--- src/hdl/ucfg_pkg.sv ---
// Constants for the two-port serial configuration register bank.
// Assumes a byte-wide configuration port and one 100 MHz clock.
package ucfg_pkg;

	// ==========================================================
	// Register indices within one logical device
	localparam logic [7:0] ACT_IDX   = 8'h30;
	localparam logic [7:0] BASEH_IDX = 8'h60;
	localparam logic [7:0] BASEL_IDX = 8'h61;
	localparam logic [7:0] IRQ_IDX   = 8'h70;
	localparam logic [7:0] OPT_IDX   = 8'hF0;

	// ==========================================================
	// Logical device numbers on the select port
	localparam logic [7:0] DEV_D = 8'h0D;
	localparam logic [7:0] DEV_E = 8'h0E;

	// ==========================================================
	// Field positions
	localparam int ACT_EN_BIT    = 0;
	localparam int OPT_RXDLY_BIT = 7;
	localparam int OPT_PULSE_BIT = 6;
	localparam int OPT_NEWERR_BIT = 5;
	localparam logic [7:0] ACT_MASK   = 8'h01;
	localparam logic [7:0] IRQ_MASK   = 8'h0F;
	localparam logic [7:0] OPT_MASK_D = 8'hE3;
	localparam logic [7:0] OPT_MASK_E = 8'h63;

	// ==========================================================
	// Reset values
	localparam logic [7:0] D_BASEH_RST = 8'h02;
	localparam logic [7:0] D_BASEL_RST = 8'hE0;
	localparam logic [7:0] D_IRQ_RST   = 8'h03;
	localparam logic [7:0] E_BASEH_RST = 8'h03;
	localparam logic [7:0] E_BASEL_RST = 8'hE8;
	localparam logic [7:0] E_IRQ_RST   = 8'h04;
	localparam logic [7:0] ZERO_RST    = 8'h00;

	// ==========================================================
	// Base address window and clock source codes
	localparam logic [15:0] BASE_MIN = 16'h0100;
	localparam logic [15:0] BASE_MAX = 16'h0FF8;
	localparam logic [1:0]  CLK_DIV13 = 2'h0;
	localparam logic [1:0]  CLK_DIV12 = 2'h1;
	localparam logic [1:0]  CLK_DIV1  = 2'h2;
	localparam logic [1:0]  CLK_14M   = 2'h3;

endpackage

--- src/hdl/ucfg_bank.sv ---
// Configuration register bank for serial logical devices D and E.
// Assumes a select register picks the device; reads answer one cycle late.
`timescale 1ns/1ps
`default_nettype none

// Function
// - D and E have independent register sets
// - Activation bit 0 enables; bits 7:1 reserved
// - Base address 100h..FF8h, 8-byte aligned
// - IRQ select low nibble; upper nibble reserved
// - Option bit 6: level or pulse interrupt
// - Option bit 5: original or revised error
// - Clock codes 00 div13, 01 div12
// - Also 24 MHz and 14.769 MHz sources
// - D option bit 7 removes 5ns delay
// - D resets to 02h E0h 03h zeros
// - E resets to 03h E8h 04h zeros
module ucfg_bank
(
	// Clock and reset
	input  wire logic        i_clk,
	input  wire logic        i_rst,
	// Register port
	input  wire logic [7:0]  i_dev_sel,
	input  wire logic [7:0]  i_addr,
	input  wire logic [7:0]  i_wdata,
	input  wire logic        i_wr,
	input  wire logic        i_rd,
	output logic      [7:0]  o_rdata,
	// Port D configuration outputs
	output logic             o_d_enable,
	output logic      [15:0] o_d_base,
	output logic             o_d_base_ok,
	output logic      [3:0]  o_d_irq_line,
	output logic             o_d_irq_pulse,
	output logic             o_d_new_err,
	output logic      [1:0]  o_d_clk_sel,
	output logic             o_d_rx_delay,
	// Port E configuration outputs
	output logic             o_e_enable,
	output logic      [15:0] o_e_base,
	output logic             o_e_base_ok,
	output logic      [3:0]  o_e_irq_line,
	output logic             o_e_irq_pulse,
	output logic             o_e_new_err,
	output logic      [1:0]  o_e_clk_sel
);

	// ==========================================================
	// Storage, one set per device
	logic [7:0] act_ff   [2];
	logic [7:0] baseh_ff [2];
	logic [7:0] basel_ff [2];
	logic [7:0] irq_ff   [2];
	logic [7:0] opt_ff   [2];
	logic [7:0] nxt_act   [2];
	logic [7:0] nxt_baseh [2];
	logic [7:0] nxt_basel [2];
	logic [7:0] nxt_irq   [2];
	logic [7:0] nxt_opt   [2];
	logic [7:0] rdata_ff;
	logic [7:0] nxt_rdata;

	// Base address legal and aligned
	function automatic logic base_ok(input logic [15:0] b);
		base_ok = (b >= ucfg_pkg::BASE_MIN) && (b <= ucfg_pkg::BASE_MAX)
			&& (b[2:0] == 3'h0);
	endfunction

	// ==========================================================
	// Write path; each device decodes only its own select value
	genvar g;
	generate
		for (g = 0; g < 2; g++)
		begin : g_dev
			localparam logic [7:0] SEL = (g == 0) ? ucfg_pkg::DEV_D : ucfg_pkg::DEV_E;
			localparam logic [7:0] OMSK = (g == 0) ? ucfg_pkg::OPT_MASK_D
				: ucfg_pkg::OPT_MASK_E;
			logic hit;
			assign hit = i_wr && (i_dev_sel == SEL);

			// Next values; reserved bits are never stored
			always_comb
			begin
				nxt_act[g]   = act_ff[g];
				nxt_baseh[g] = baseh_ff[g];
				nxt_basel[g] = basel_ff[g];
				nxt_irq[g]   = irq_ff[g];
				nxt_opt[g]   = opt_ff[g];
				if (hit)
				begin
					case (i_addr)
						ucfg_pkg::ACT_IDX:   nxt_act[g] = i_wdata & ucfg_pkg::ACT_MASK;
						ucfg_pkg::BASEH_IDX: nxt_baseh[g] = i_wdata;
						ucfg_pkg::BASEL_IDX: nxt_basel[g] = i_wdata;
						ucfg_pkg::IRQ_IDX:   nxt_irq[g] = i_wdata & ucfg_pkg::IRQ_MASK;
						ucfg_pkg::OPT_IDX:   nxt_opt[g] = i_wdata & OMSK;
						default:             nxt_act[g] = act_ff[g];
					endcase
				end
			end

			// Registers with per-device reset values
			always_ff @(posedge i_clk)
			begin
				if (i_rst)
				begin
					act_ff[g]   <= ucfg_pkg::ZERO_RST;
					baseh_ff[g] <= (g == 0) ? ucfg_pkg::D_BASEH_RST
						: ucfg_pkg::E_BASEH_RST;
					basel_ff[g] <= (g == 0) ? ucfg_pkg::D_BASEL_RST : ucfg_pkg::E_BASEL_RST;
					irq_ff[g]   <= (g == 0) ? ucfg_pkg::D_IRQ_RST : ucfg_pkg::E_IRQ_RST;
					opt_ff[g]   <= ucfg_pkg::ZERO_RST;
				end
				else
				begin
					act_ff[g]   <= nxt_act[g];
					baseh_ff[g] <= nxt_baseh[g];
					basel_ff[g] <= nxt_basel[g];
					irq_ff[g]   <= nxt_irq[g];
					opt_ff[g]   <= nxt_opt[g];
				end
			end
		end
	endgenerate

	// ==========================================================
	// Read path; unknown device or index reads zero
	always_comb
	begin
		logic [0:0] k;
		logic       v;
		k = 1'b0;
		v = 1'b1;
		nxt_rdata = 8'h00;
		if (i_dev_sel == ucfg_pkg::DEV_D)
			k = 1'b0;
		else if (i_dev_sel == ucfg_pkg::DEV_E)
			k = 1'b1;
		else
			v = 1'b0;
		if (i_rd && v)
		begin
			case (i_addr)
				ucfg_pkg::ACT_IDX:   nxt_rdata = act_ff[k];
				ucfg_pkg::BASEH_IDX: nxt_rdata = baseh_ff[k];
				ucfg_pkg::BASEL_IDX: nxt_rdata = basel_ff[k];
				ucfg_pkg::IRQ_IDX:   nxt_rdata = irq_ff[k];
				ucfg_pkg::OPT_IDX:   nxt_rdata = opt_ff[k];
				default:             nxt_rdata = 8'h00;
			endcase
		end
	end

	// Read data stands only in the cycle after the strobe
	always_ff @(posedge i_clk)
	begin
		if (i_rst)
			rdata_ff <= 8'h00;
		else
			rdata_ff <= nxt_rdata;
	end
	assign o_rdata = rdata_ff;

	// ==========================================================
	// Output registers for port D
	// Every pin comes straight from a flip-flop, so logic downstream sees
	// no glitch from the base window compare. Next values come from the
	// next register contents, which keeps the pins in step with the
	// stored bytes: a write shows on the pins one cycle after its strobe.
	logic        d_enable_ff;
	logic [15:0] d_base_ff;
	logic        d_base_ok_ff;
	logic [3:0]  d_irq_line_ff;
	logic        d_irq_pulse_ff;
	logic        d_new_err_ff;
	logic [1:0]  d_clk_sel_ff;
	logic        d_rx_delay_ff;
	logic        nxt_d_enable;
	logic [15:0] nxt_d_base;
	logic        nxt_d_base_ok;
	logic [3:0]  nxt_d_irq_line;
	logic        nxt_d_irq_pulse;
	logic        nxt_d_new_err;
	logic [1:0]  nxt_d_clk_sel;
	logic        nxt_d_rx_delay;

	// Port D next values from the next register contents
	always_comb
	begin
		nxt_d_enable    = nxt_act[0][ucfg_pkg::ACT_EN_BIT];
		nxt_d_base      = {nxt_baseh[0], nxt_basel[0]};
		nxt_d_base_ok   = base_ok({nxt_baseh[0], nxt_basel[0]});
		nxt_d_irq_line  = nxt_irq[0][3:0];
		nxt_d_irq_pulse = nxt_opt[0][ucfg_pkg::OPT_PULSE_BIT];
		nxt_d_new_err   = nxt_opt[0][ucfg_pkg::OPT_NEWERR_BIT];
		nxt_d_clk_sel   = nxt_opt[0][1:0];
		// High means the 5 ns receive_sample_clock delay is inserted
		nxt_d_rx_delay  = ~nxt_opt[0][ucfg_pkg::OPT_RXDLY_BIT];
	end

	// Port D pins; reset mirrors the register reset values
	always_ff @(posedge i_clk)
	begin
		if (i_rst)
		begin
			d_enable_ff    <= ucfg_pkg::ZERO_RST[ucfg_pkg::ACT_EN_BIT];
			d_base_ff      <= {ucfg_pkg::D_BASEH_RST, ucfg_pkg::D_BASEL_RST};
			d_base_ok_ff   <= base_ok({ucfg_pkg::D_BASEH_RST, ucfg_pkg::D_BASEL_RST});
			d_irq_line_ff  <= ucfg_pkg::D_IRQ_RST[3:0];
			d_irq_pulse_ff <= ucfg_pkg::ZERO_RST[ucfg_pkg::OPT_PULSE_BIT];
			d_new_err_ff   <= ucfg_pkg::ZERO_RST[ucfg_pkg::OPT_NEWERR_BIT];
			d_clk_sel_ff   <= ucfg_pkg::ZERO_RST[1:0];
			// Option bit 7 resets to zero, so the delay starts inserted
			d_rx_delay_ff  <= ~ucfg_pkg::ZERO_RST[ucfg_pkg::OPT_RXDLY_BIT];
		end
		else
		begin
			d_enable_ff    <= nxt_d_enable;
			d_base_ff      <= nxt_d_base;
			d_base_ok_ff   <= nxt_d_base_ok;
			d_irq_line_ff  <= nxt_d_irq_line;
			d_irq_pulse_ff <= nxt_d_irq_pulse;
			d_new_err_ff   <= nxt_d_new_err;
			d_clk_sel_ff   <= nxt_d_clk_sel;
			d_rx_delay_ff  <= nxt_d_rx_delay;
		end
	end

	// ==========================================================
	// Output registers for port E
	// Same scheme as port D; E has no receive clock delay control, its
	// option bit 7 is reserved and never stored.
	logic        e_enable_ff;
	logic [15:0] e_base_ff;
	logic        e_base_ok_ff;
	logic [3:0]  e_irq_line_ff;
	logic        e_irq_pulse_ff;
	logic        e_new_err_ff;
	logic [1:0]  e_clk_sel_ff;
	logic        nxt_e_enable;
	logic [15:0] nxt_e_base;
	logic        nxt_e_base_ok;
	logic [3:0]  nxt_e_irq_line;
	logic        nxt_e_irq_pulse;
	logic        nxt_e_new_err;
	logic [1:0]  nxt_e_clk_sel;

	// Port E next values from the next register contents
	always_comb
	begin
		nxt_e_enable    = nxt_act[1][ucfg_pkg::ACT_EN_BIT];
		nxt_e_base      = {nxt_baseh[1], nxt_basel[1]};
		nxt_e_base_ok   = base_ok({nxt_baseh[1], nxt_basel[1]});
		nxt_e_irq_line  = nxt_irq[1][3:0];
		nxt_e_irq_pulse = nxt_opt[1][ucfg_pkg::OPT_PULSE_BIT];
		nxt_e_new_err   = nxt_opt[1][ucfg_pkg::OPT_NEWERR_BIT];
		nxt_e_clk_sel   = nxt_opt[1][1:0];
	end

	// Port E pins; reset mirrors the register reset values
	always_ff @(posedge i_clk)
	begin
		if (i_rst)
		begin
			e_enable_ff    <= ucfg_pkg::ZERO_RST[ucfg_pkg::ACT_EN_BIT];
			e_base_ff      <= {ucfg_pkg::E_BASEH_RST, ucfg_pkg::E_BASEL_RST};
			e_base_ok_ff   <= base_ok({ucfg_pkg::E_BASEH_RST, ucfg_pkg::E_BASEL_RST});
			e_irq_line_ff  <= ucfg_pkg::E_IRQ_RST[3:0];
			e_irq_pulse_ff <= ucfg_pkg::ZERO_RST[ucfg_pkg::OPT_PULSE_BIT];
			e_new_err_ff   <= ucfg_pkg::ZERO_RST[ucfg_pkg::OPT_NEWERR_BIT];
			e_clk_sel_ff   <= ucfg_pkg::ZERO_RST[1:0];
		end
		else
		begin
			e_enable_ff    <= nxt_e_enable;
			e_base_ff      <= nxt_e_base;
			e_base_ok_ff   <= nxt_e_base_ok;
			e_irq_line_ff  <= nxt_e_irq_line;
			e_irq_pulse_ff <= nxt_e_irq_pulse;
			e_new_err_ff   <= nxt_e_new_err;
			e_clk_sel_ff   <= nxt_e_clk_sel;
		end
	end

	// ==========================================================
	// Pins, straight from the output registers
	assign o_d_enable    = d_enable_ff;
	assign o_d_base      = d_base_ff;
	assign o_d_base_ok   = d_base_ok_ff;
	assign o_d_irq_line  = d_irq_line_ff;
	assign o_d_irq_pulse = d_irq_pulse_ff;
	assign o_d_new_err   = d_new_err_ff;
	assign o_d_clk_sel   = d_clk_sel_ff;
	assign o_d_rx_delay  = d_rx_delay_ff;
	assign o_e_enable    = e_enable_ff;
	assign o_e_base      = e_base_ff;
	assign o_e_base_ok   = e_base_ok_ff;
	assign o_e_irq_line  = e_irq_line_ff;
	assign o_e_irq_pulse = e_irq_pulse_ff;
	assign o_e_new_err   = e_new_err_ff;
	assign o_e_clk_sel   = e_clk_sel_ff;

endmodule
`default_nettype wire

--- config.mk ---
export PLATFORM = sky130hd
export DESIGN_NAME = ucfg_bank
export DESIGN_NICKNAME = d
export VERILOG_FILES = /design/src/hdl/ucfg_pkg.sv /design/src/hdl/ucfg_bank.sv
export SDC_FILE = /design/constraint.sdc
export NUM_CORES = 1
export LEC_CHECK = 0
export BUFFER_PORTS_ARGS = -buffer_cell sky130_fd_sc_hd__buf_2
export CORE_ASPECT_RATIO = 0.75
export CORE_MARGIN = 5
export CORE_UTILIZATION = 50
export DETAILED_ROUTE_END_ITERATION = 16
export PLACE_DENSITY = 0.77
export SLEW_MARGIN = 40
export SYNTH_ARGS = -nofsm -noshare
export SYNTH_HDL_FRONTEND = slang
export SYNTH_SLANG_ARGS = --single-unit
--- constraint.sdc ---
create_clock -name i_clk -period 5.7 [get_ports i_clk]
set_clock_uncertainty 0.2 [all_clocks]
set_input_delay 1.14 -clock i_clk [delete_from_list [all_inputs] [get_ports i_clk]]
set_output_delay 1.14 -clock i_clk [all_outputs]
set_load 0.005 [all_outputs]
==> qor.log, run 1 <==
qor: logic_synthesis.synth-main-ff-cell dfxtp_1
qor: logic_synthesis.mappedNetlistArea 2917 sq um
qor: logic_synthesis.synth_seq_area_share 0.4256
qor: pwr.power_density 236.9 nW/um^2
qor: cells_and_area.layout_commonest_cell buf_2
qor: die.io-pin-count 89
qor: cells_and_area.final_util 0.6226
qor: grt.grt_max_degree 56
qor: drt.drtPass1Iterations 5
qor: logic_synthesis.synth_async_sr_flop_share 0
qor: logic_synthesis.count_of_flip_flops_with_a_built_in_enable_after_synthesis 0
qor: sta.grt_setup_unrepaired false
qor: place.final_weighted_congestion_in_routability_driven_placement 0.8576
qor: logic_synthesis.yosys_register_bits 62
qor: die.die-width 98.19 um
qor: grt.globalRouteTotalUtil 0.2209
qor: sta.timing.final.crit_period 3.561 ns
qor: place.dpl.hpwl 5970 um
qor: critical_path.setup.worst_path.start_class input port
qor: cells_and_area.insertedDiodeCount 0
qor: place.port_buffers 88
qor: sta.slew_headroom 0.5266
qor: die.die_height 76.14 um
qor: grt.first_global_vias 2,618
qor: critical_path.worst-endpoint-required 5.73 ns
qor: cts.cts_sinks 62
qor: drt.antenna_left 0
qor: die.num_rows 24
qor: critical_path.arrival 3.59 ns
qor: sta.share_of_the_clock_period_used_by_the_worst_path_after_layout 0.6247
qor: drt.route.detailed.vias_per_inst 5.669
qor: cts.post_cts_resized 0
qor: grt.antenna_found_initial 0
qor: logic_synthesis.synthesis.instances 325
qor: die.design.core.area 5736 sq um
qor: sta.totalNegativeSetupSlack 0 ns
qor: drt.vias_post_dr 2,755
qor: cts.cts_hold_repair.buffers 0
qor: place.place_worst_setup_slack 1.628 ns
qor: cts.cts_root_buf clkbuf_8
qor: min_path.worst_hold_startpoint o_d_base[5]
qor: cells_and_area.drive_gt1_frac 0.2868
qor: cts.cts_tree yes
qor: job.timing.max_cap.violations 0
qor: logic_synthesis.postSynthAreaPerCell 8.974 sq um
qor: cts.clk_pin_slew_worst_paths 0.07 ns
qor: critical_path.worst-path-max-fanout 15
qor: drt.routed_wire_length_per_instance 17.16 um
qor: cells_and_area.mostFrequentLayoutCells 87 x buf_2, 62 x dfxtp_1, 44 x mux2i_1, 43 x nor2_1, 29 x nand2_1
qor: min_path.min_path_type flop to flop
qor: drt.drt_iter0_markers 222
qor: cells_and_area.nets 432
qor: critical_path.crit-reg2reg-launch o_e_base[11]
qor: sta.max_slew.worst_pin.slew 0.7081 ns
qor: cts.h-tree-depth 3
qor: die.dieArea 7476 sq um
qor: die.initial_utilization 0.5085
qor: cts.clock_insertion_delay_worst_skew 0.34 ns
qor: logic_synthesis.yosys_warnings 0
qor: critical_path.criticalPathCategory input port to flop
qor: cts.buffers_inserted_by_post_cts_timing_repair 0
qor: pwr.total_leakage_power 0.001564 uW
qor: drt.detail_route.drc_violations 0
qor: sta.report.final.slew_viol_count 0
qor: drt.finalWirelength 8339 um
qor: cells_and_area.area_growth_syn_to_layout 22.44%
qor: sta.max_clock_freq 0.2808 GHz
qor: logic_synthesis.syn_nets 353
qor: cells_and_area.seqCellArea 1241 sq um
qor: cells_and_area.area_of_the_multi_input_gates 1568 sq um
qor: critical_path.timing.critical_path.from i_dev_sel[5]
qor: sta.setup_ws 2.139 ns
qor: pwr.ir_worst_vdd 0.0001724 V
qor: logic_synthesis.synth_cell_type_count 43
qor: grt.grt_remaining_overflow 0
qor: critical_path.worst_setup_path_end_kind flop
qor: outcome.status finished clean
qor: grt.grt_first_pass_wirelength 13,420 um
qor: cells_and_area.fillerInstances 514
qor: sta.setup-violations-final 0
qor: cts.ctsLongestPathBuffers 2
qor: cts.cts_buffers 9
qor: sta.report.final.hold_viol_count 0
stage by stage:
stage / hold WS, ns / total power (uW) / instances / instance area [sq um]
3_5_place_dp: 0.2875 / 482.0 / 471 / 3377
4_1_cts: 0.3049 / 850.6 / 486 / 3565
6_report: 0.3038 / 845.9 / 486 / 3571
5_1_grt: 0.3415 / 876.9 / 486 / 3571
3_3_place_gp: 0.2801 / 480.9 / 471 / 3363
2_1_floorplan: 0.2639 / 463.5 / 325 / 2917
where the power goes:
part / internal, uW / switching [uW]
combinational: 13.6 / 26.7
sequential: 433 / 0.00334
clock: 208 / 164
kinds of logic after synthesis:
group | count (synthesis) | synth area share
simple gates | 130 | 0.2325
flops | 62 | 0.4256
compound gates | 60 | 0.1356
mux | 45 | 0.1587
buf+inv | 27 | 0.04461
xor+xnor | 1 | 0.003004
state kept, by name, indices dropped and copies added, names as in the netlist, 4 cells and up:
name          cells
o_d_base         16
o_e_base         16
o_rdata           8
opt_ff            6
irq_ff            4
o_d_irq_line      4
worst max-delay path, cell delays in order:
cell	delay [ns]
buf_2	0.10
nor4bb_2	0.57
and3_1	0.70
mux4_2	0.59
and4_1	0.21
o31a_1	0.28
Yosys cell counts, types with 6 or more instances:
library cell  instances  share of area
a211o_1               9          0.027
nand3_1               7          0.012
dfxtp_1              62           0.43
o21bai_1              6          0.015
nand2_1              29          0.037
o21ai_0               6          0.010
clkbuf_1             10          0.013
nor3_1               12          0.021
buf_4                 6          0.015
nor2b_1               8          0.017
mux2i_1              44           0.15
a21oi_1              22          0.038
nor2_1               43          0.055
layer usage:
metal | routed length [um] | share of wire | track usage
met1 | 3854 | 0.46 | 0.3040
met2 | 3691 | 0.44 | 0.3315
met3 | 719 | 0.086 | 0.07319
met4 | 74 | 0.0089 | 0.06139
met5 | 0 | 0 | 0
final timing paths:
| path | endpoint | slack [ns] | cells after the start |
|---|---|---|---|
| max reg2reg | o_e_base_ok | 4.04 | 4 |
| min | o_d_base[5] | 0.30 | 1 |
| max | o_rdata[0] | 2.14 | 6 |
| min reg2reg | o_d_base[5] | 0.30 | 1 |
cell type report:
| type | instances | area share |
|---|---|---|
| Clock inverter | 5 | 0.01402 |
| Multi-Input combinational cell | 236 | 0.4390 |
| Sequential cell | 62 | 0.3476 |
| Timing Repair Buffer | 90 | 0.1282 |
| Inverter | 5 | 0.005256 |
| Clock buffer | 10 | 0.03854 |
| Tap cell | 78 | 0.02733 |
No activity file was read; power rests on OpenSTA's default activity.
==> run 2, diff against run 1 <==
CORE_UTILIZATION = 46   (was 50)
PLACE_DENSITY = 0.75   (was 0.77)
clock period = 2.9 ns   (was 5.7 ns; I/O delays follow)
==> run 2 against run 1 <==
  * Critical path depth did not move
  * Combinational power rose by 100%
  * Clock-buffer cell count rose by 2
  * Sequential share of layout area fell by 0.89 points
  * Critical endpoint is now irq_ff[1][2]
  * Largest cell class unchanged
  * Highest routed layer unchanged
==> qor.log, run 2 (synthesis results as in run 1) <==
qor: outcome.status finished clean
qor: critical_path.setup.worst_path.start_class input port
qor: critical_path.timing.critical_path.slowest_cell_delay 0.46 ns
qor: cts.cts_buffers 9
qor: grt.grt_remaining_overflow 0
qor: cells_and_area.nets 444
qor: critical_path.worst-endpoint-required 2.94 ns
qor: drt.antenna_left 0
qor: die.die-width 101.9 um
qor: cts.cts_hold_repair.buffers 0
qor: cts.cts_sinks 62
qor: cells_and_area.final_util 0.5887
qor: grt.antenna_found_initial 0
qor: die.initial_utilization 0.4685
qor: critical_path.timing.critical_path.max_delay_family simple AND/OR/NAND/NOR gates
qor: pwr.power_density 464.6 nW/um^2
qor: cts.h-tree-depth 3
qor: die.num_rows 25
qor: sta.report.final.slew_viol_count 0
qor: job.timing.max_cap.violations 0
qor: place.port_buffers 88
qor: drt.detail_route.drc_violations 0
qor: die.die_height 78.96 um
qor: sta.setup-violations-final 0
qor: grt.m1_gr_usage 0.3080
qor: drt.route.detailed.vias_per_inst 5.733
qor: die.dieArea 8050 sq um
qor: sta.fin_hold_ws 0.2746 ns
qor: cts.buffers_inserted_by_post_cts_timing_repair 0
qor: cts.ctsLongestPathBuffers 2
qor: critical_path.criticalPathCategory input port to flop
qor: pwr.total_leakage_power 0.001620 uW
qor: grt.grt_first_pass_wirelength 13,990 um
qor: sta.setup_ws 0.6343 ns
qor: min_path.min_path_type input port to flop
qor: cells_and_area.insertedDiodeCount 0
qor: drt.routed_wire_length_per_instance 17.35 um
qor: sta.slew_headroom 0.6310
qor: grt.first_global_vias 2,753
qor: cells_and_area.mostFrequentLayoutCells 88 x buf_2, 62 x dfxtp_1, 44 x mux2i_1, 43 x nor2_1, 29 x nand2_1
qor: cts.cts_root_buf clkbuf_8
qor: pwr.ir_worst_vdd 0.0002520 V
qor: cts.clk_pin_slew_worst_paths 0.07 ns
qor: cells_and_area.drive_gt1_frac 0.2993
qor: critical_path.worst_setup_path_end_kind flop
qor: cts.cts_tree yes
qor: drt.drt_iter0_markers 254
qor: critical_path.cpMaxStageDelayCell nor3_2
qor: sta.max_clock_freq 0.4414 GHz
qor: drt.vias_post_dr 2,878
qor: place.final_weighted_congestion_in_routability_driven_placement 0.9300
qor: critical_path.timing.critical_path.cells buf_2 -> nor4b_4 -> nand3_1 -> nor3_2 -> nor2b_1 -> a211o_1
qor: cells_and_area.area_growth_syn_to_layout 25.65%
qor: pwr.report.power.total 1703 uW
qor: grt.global_route.usage.met3 0.07814
qor: grt.top_usage_layer met2
qor: drt.drtPass1Iterations 5
qor: sta.timing.final.crit_period 2.266 ns
qor: place.dpl.hpwl 6332 um
qor: sta.grt_setup_unrepaired false
qor: die.io-pin-count 89
qor: critical_path.worst-path-max-fanout 7
qor: sta.report.final.hold_viol_count 0
qor: critical_path.critical_path.n_buffers_inverters 1
qor: place.place_worst_setup_slack 0.2805 ns
qor: grt.globalRouteTotalUtil 0.2256
qor: die.design.core.area 6225 sq um
qor: cts.post_cts_resized 0
qor: sta.totalNegativeSetupSlack 0 ns
qor: sta.share_of_the_clock_period_used_by_the_worst_path_after_layout 0.7813
qor: grt.use_met2 0.3322
qor: cts.clock_insertion_delay_worst_skew 0.35 ns
qor: cells_and_area.fillerInstances 567
qor: drt.finalWirelength 8711 um
qor: cells_and_area.layout_commonest_cell buf_2
qor: grt.grt_max_degree 54
qor: critical_path.arrival 2.30 ns
qor: sta.max_slew.worst_pin.slew 0.5535 ns
run 2: per-stage QoR:
stage               cell area [sq um]  instances
floorplan                        2917        325
global placement                 3465        486
detailed placement               3465        486
CTS                              3665        502
global route                     3665        502
finish                           3665        502
run 2: final timing paths:
| check | from | end | slack, ns | cells after the start |
|---|---|---|---|---|
| hold reg to reg | o_d_base[5] | o_d_base[5] | 0.29 | 1 |
| hold / removal | i_rst | o_d_rx_delay | 0.27 | 2 |
| setup / recovery | i_addr[1] | irq_ff[1][2] | 0.63 | 6 |
| setup reg to reg | o_e_base[11] | o_e_base_ok | 1.25 | 4 |
run 2: area by class of cell:
type	instances	area, sq um	area share
Clock buffer	12	155.1	0.04234
Timing Repair Buffer	102	558.0	0.1523
Sequential cell	62	1241	0.3387
Clock inverter	4	45.04	0.01229
Tap cell	81	101.3	0.02765
Inverter	5	18.77	0.005121
Multi-Input combinational cell	236	1545	0.4216
run 2: worst reg2reg max path: stages, from the launching register on:
cell and delay, ns:
dfxtp_1 0.35, or4_1 0.54, a21oi_1 0.15, a31oi_1 0.06
a31o_2 0.25
run 2: where the power goes:
| part | internal, uW | total [uW] | switching [uW] | leakage, uW |
|---|---|---|---|---|
| registers | 851 | 851 | 0.00696 | 0.000500 |
| logic | 28.4 | 81.3 | 52.9 | 0.00101 |
| clock network | 439 | 770 | 331 | 0.000106 |
run 2: metal layers:
metal	share of wire	up-vias
met5	0	-
met4	0.013	0
met3	0.11	12
met2	0.43	144
met1	0.45	1383
li1	-	1339
==> run 3, diff against run 2 <==
CORE_UTILIZATION = 50   (was 46)
PLACE_DENSITY = 0.77   (was 0.75)
clock period = 2.1 ns   (was 2.9 ns; I/O delays follow)
==> run 3 against run 2 <==
  * Global-route usage increased by 0.79 points
  * Wire length increased by 0.79%
  * Sequential power increased by 39%
  * Worst setup slack got worse by 0.58 ns
  * Via count increased by 2.3%
  * Combinational power increased by 69%
  * Final area increased by 6.4%
  * Worst hold slack got worse by 0.081 ns
  * Clock power increased by 21%
  * Power increased by 32%
  * Clock-buffer cell count unchanged
==> qor.log, run 3 (synthesis results as in run 1) <==
qor: min_path.min_path_type input port to flop
qor: grt.grt_remaining_overflow 0
qor: cts.clk_pin_slew_worst_paths 0.06 ns
qor: cts.cts_buffers 9
qor: drt.detail_route.drc_violations 0
qor: cells_and_area.mostFrequentLayoutCells 88 x buf_2, 62 x dfxtp_1, 45 x buf_4, 44 x mux2i_1, 43 x nor2_1
qor: drt.drt_iter0_markers 253
qor: job.timing.max_cap.violations 0
qor: outcome.status finished clean
qor: cts.h-tree-depth 3
qor: pwr.ir_worst_vdd 0.0003602 V
qor: sta.setup-violations-final 0
qor: die.die-width 98.19 um
qor: sta.slew_headroom 0.7166
qor: die.dieArea 7476 sq um
qor: cts.cts_sinks 62
qor: drt.vias_post_dr 2,944
qor: cts.ctsLongestPathBuffers 2
qor: grt.grt_max_degree 55
qor: grt.globalRouteTotalUtil 0.2335
qor: sta.report.final.hold_viol_count 0
qor: die.die_height 76.14 um
qor: drt.drtPass1Iterations 7
qor: sta.max_slew.worst_pin.slew 0.4212 ns
qor: die.io-pin-count 89
qor: sta.fin_hold_ws 0.1940 ns
qor: place.post_dp_cell_area 3716 sq um
qor: sta.grt_setup_unrepaired false
qor: die.initial_utilization 0.5085
qor: critical_path.worst_setup_path_end_kind flop
qor: drt.routed_wire_length_per_instance 16.57 um
qor: sta.totalNegativeSetupSlack 0 ns
qor: place.final_weighted_congestion_in_routability_driven_placement 0.9970
qor: drt.finalWirelength 8780 um
qor: grt.antenna_found_initial 0
qor: cells_and_area.post-route-cell-area 3897 sq um
qor: pwr.power_density 576.4 nW/um^2
qor: die.num_rows 24
qor: place.port_buffers 88
qor: sta.timing.final.crit_period 2.047 ns
qor: cells_and_area.drive_gt1_frac 0.3562
qor: critical_path.setup.worst_path.start_class input port
qor: sta.share_of_the_clock_period_used_by_the_worst_path_after_layout 0.9747
qor: cells_and_area.nets 476
qor: cts.clock_insertion_delay_worst_skew 0.34 ns
qor: sta.max_clock_freq 0.4885 GHz
qor: grt.grt_first_pass_wirelength 14,170 um
qor: drt.route.detailed.vias_per_inst 5.555
qor: place.dpl.hpwl 6505 um
qor: pwr.report.power.total 2247 uW
qor: cells_and_area.layout_commonest_cell buf_2
qor: critical_path.r2r_slack 0.40 ns
qor: critical_path.criticalPathCategory input port to flop
qor: die.design.core.area 5736 sq um
qor: cts.cts_tree yes
qor: cts.cts_root_buf clkbuf_8
qor: sta.report.final.slew_viol_count 0
qor: critical_path.arrival 2.08 ns
qor: cells_and_area.insertedDiodeCount 0
qor: cells_and_area.fillerInstances 478
qor: drt.antenna_left 0
qor: cells_and_area.area_growth_syn_to_layout 33.63%
qor: critical_path.worst-endpoint-required 2.13 ns
qor: critical_path.worst-path-max-fanout 3
qor: grt.first_global_vias 2,788
qor: pwr.total_leakage_power 0.001755 uW
-- run 3: power breakdown --
group	internal, uW	switching, uW	leakage, uW
Combinational	57.3	80.1	0.00117
Clock	484	450	0.0000845
Sequential	1180	0.00913	0.000500
-- run 3: per-layer routing --
layer,wire (um),global-route usage
met5,0,0
met4,101,0.04911
met3,903,0.07136
met2,3989,0.3777
met1,3786,0.3087
-- run 3: worst max-delay path, cell delays in order --
cell and delay [ns]:
buf_2 0.11, nor4bb_2 0.30, buf_4 0.18, and3_4 0.18, mux4_2 0.50, and4_1 0.16, o31a_1 0.22
-- run 3: timing repair --
item | CTS | global route
hold buffers | 0 | 0
setup buffers | 0 | 0
gates resized for setup | 0 | 1
setup endpoints to repair | 0 | 2
-- run 3: path summary, 6_finish.rpt --
path,from,to,cells after the start
max,i_dev_sel[4],o_rdata[0],7
max reg2reg,o_e_base[11],o_e_base_ok,4
min,i_wdata[4],o_d_base[4],3
min reg2reg,o_d_base[5],o_d_base[5],1
-- run 3: layout make-up --
cell class | count | area (sq um) | share of cell area
Clock buffer | 12 | 155.1 | 0.03981
Clock inverter | 3 | 20.02 | 0.005136
Inverter | 5 | 18.77 | 0.004815
Multi-Input combinational cell | 236 | 1567 | 0.4019
Sequential cell | 62 | 1241 | 0.3185
Tap cell | 78 | 97.59 | 0.02504
Timing Repair Buffer | 134 | 798.3 | 0.2048
-- run 3: metrics by stage --
stage | worst slack, ns | instances | util
after global routing | 0.03275 | 530 | 0.6795
final | 0.05312 | 530 | 0.6795
after floorplan | -0.1787 | 325 | -
after CTS | 0.06116 | 530 | 0.6784
after detailed placement | -0.3042 | 515 | 0.6479
after global placement | -0.2022 | 515 | 0.6479
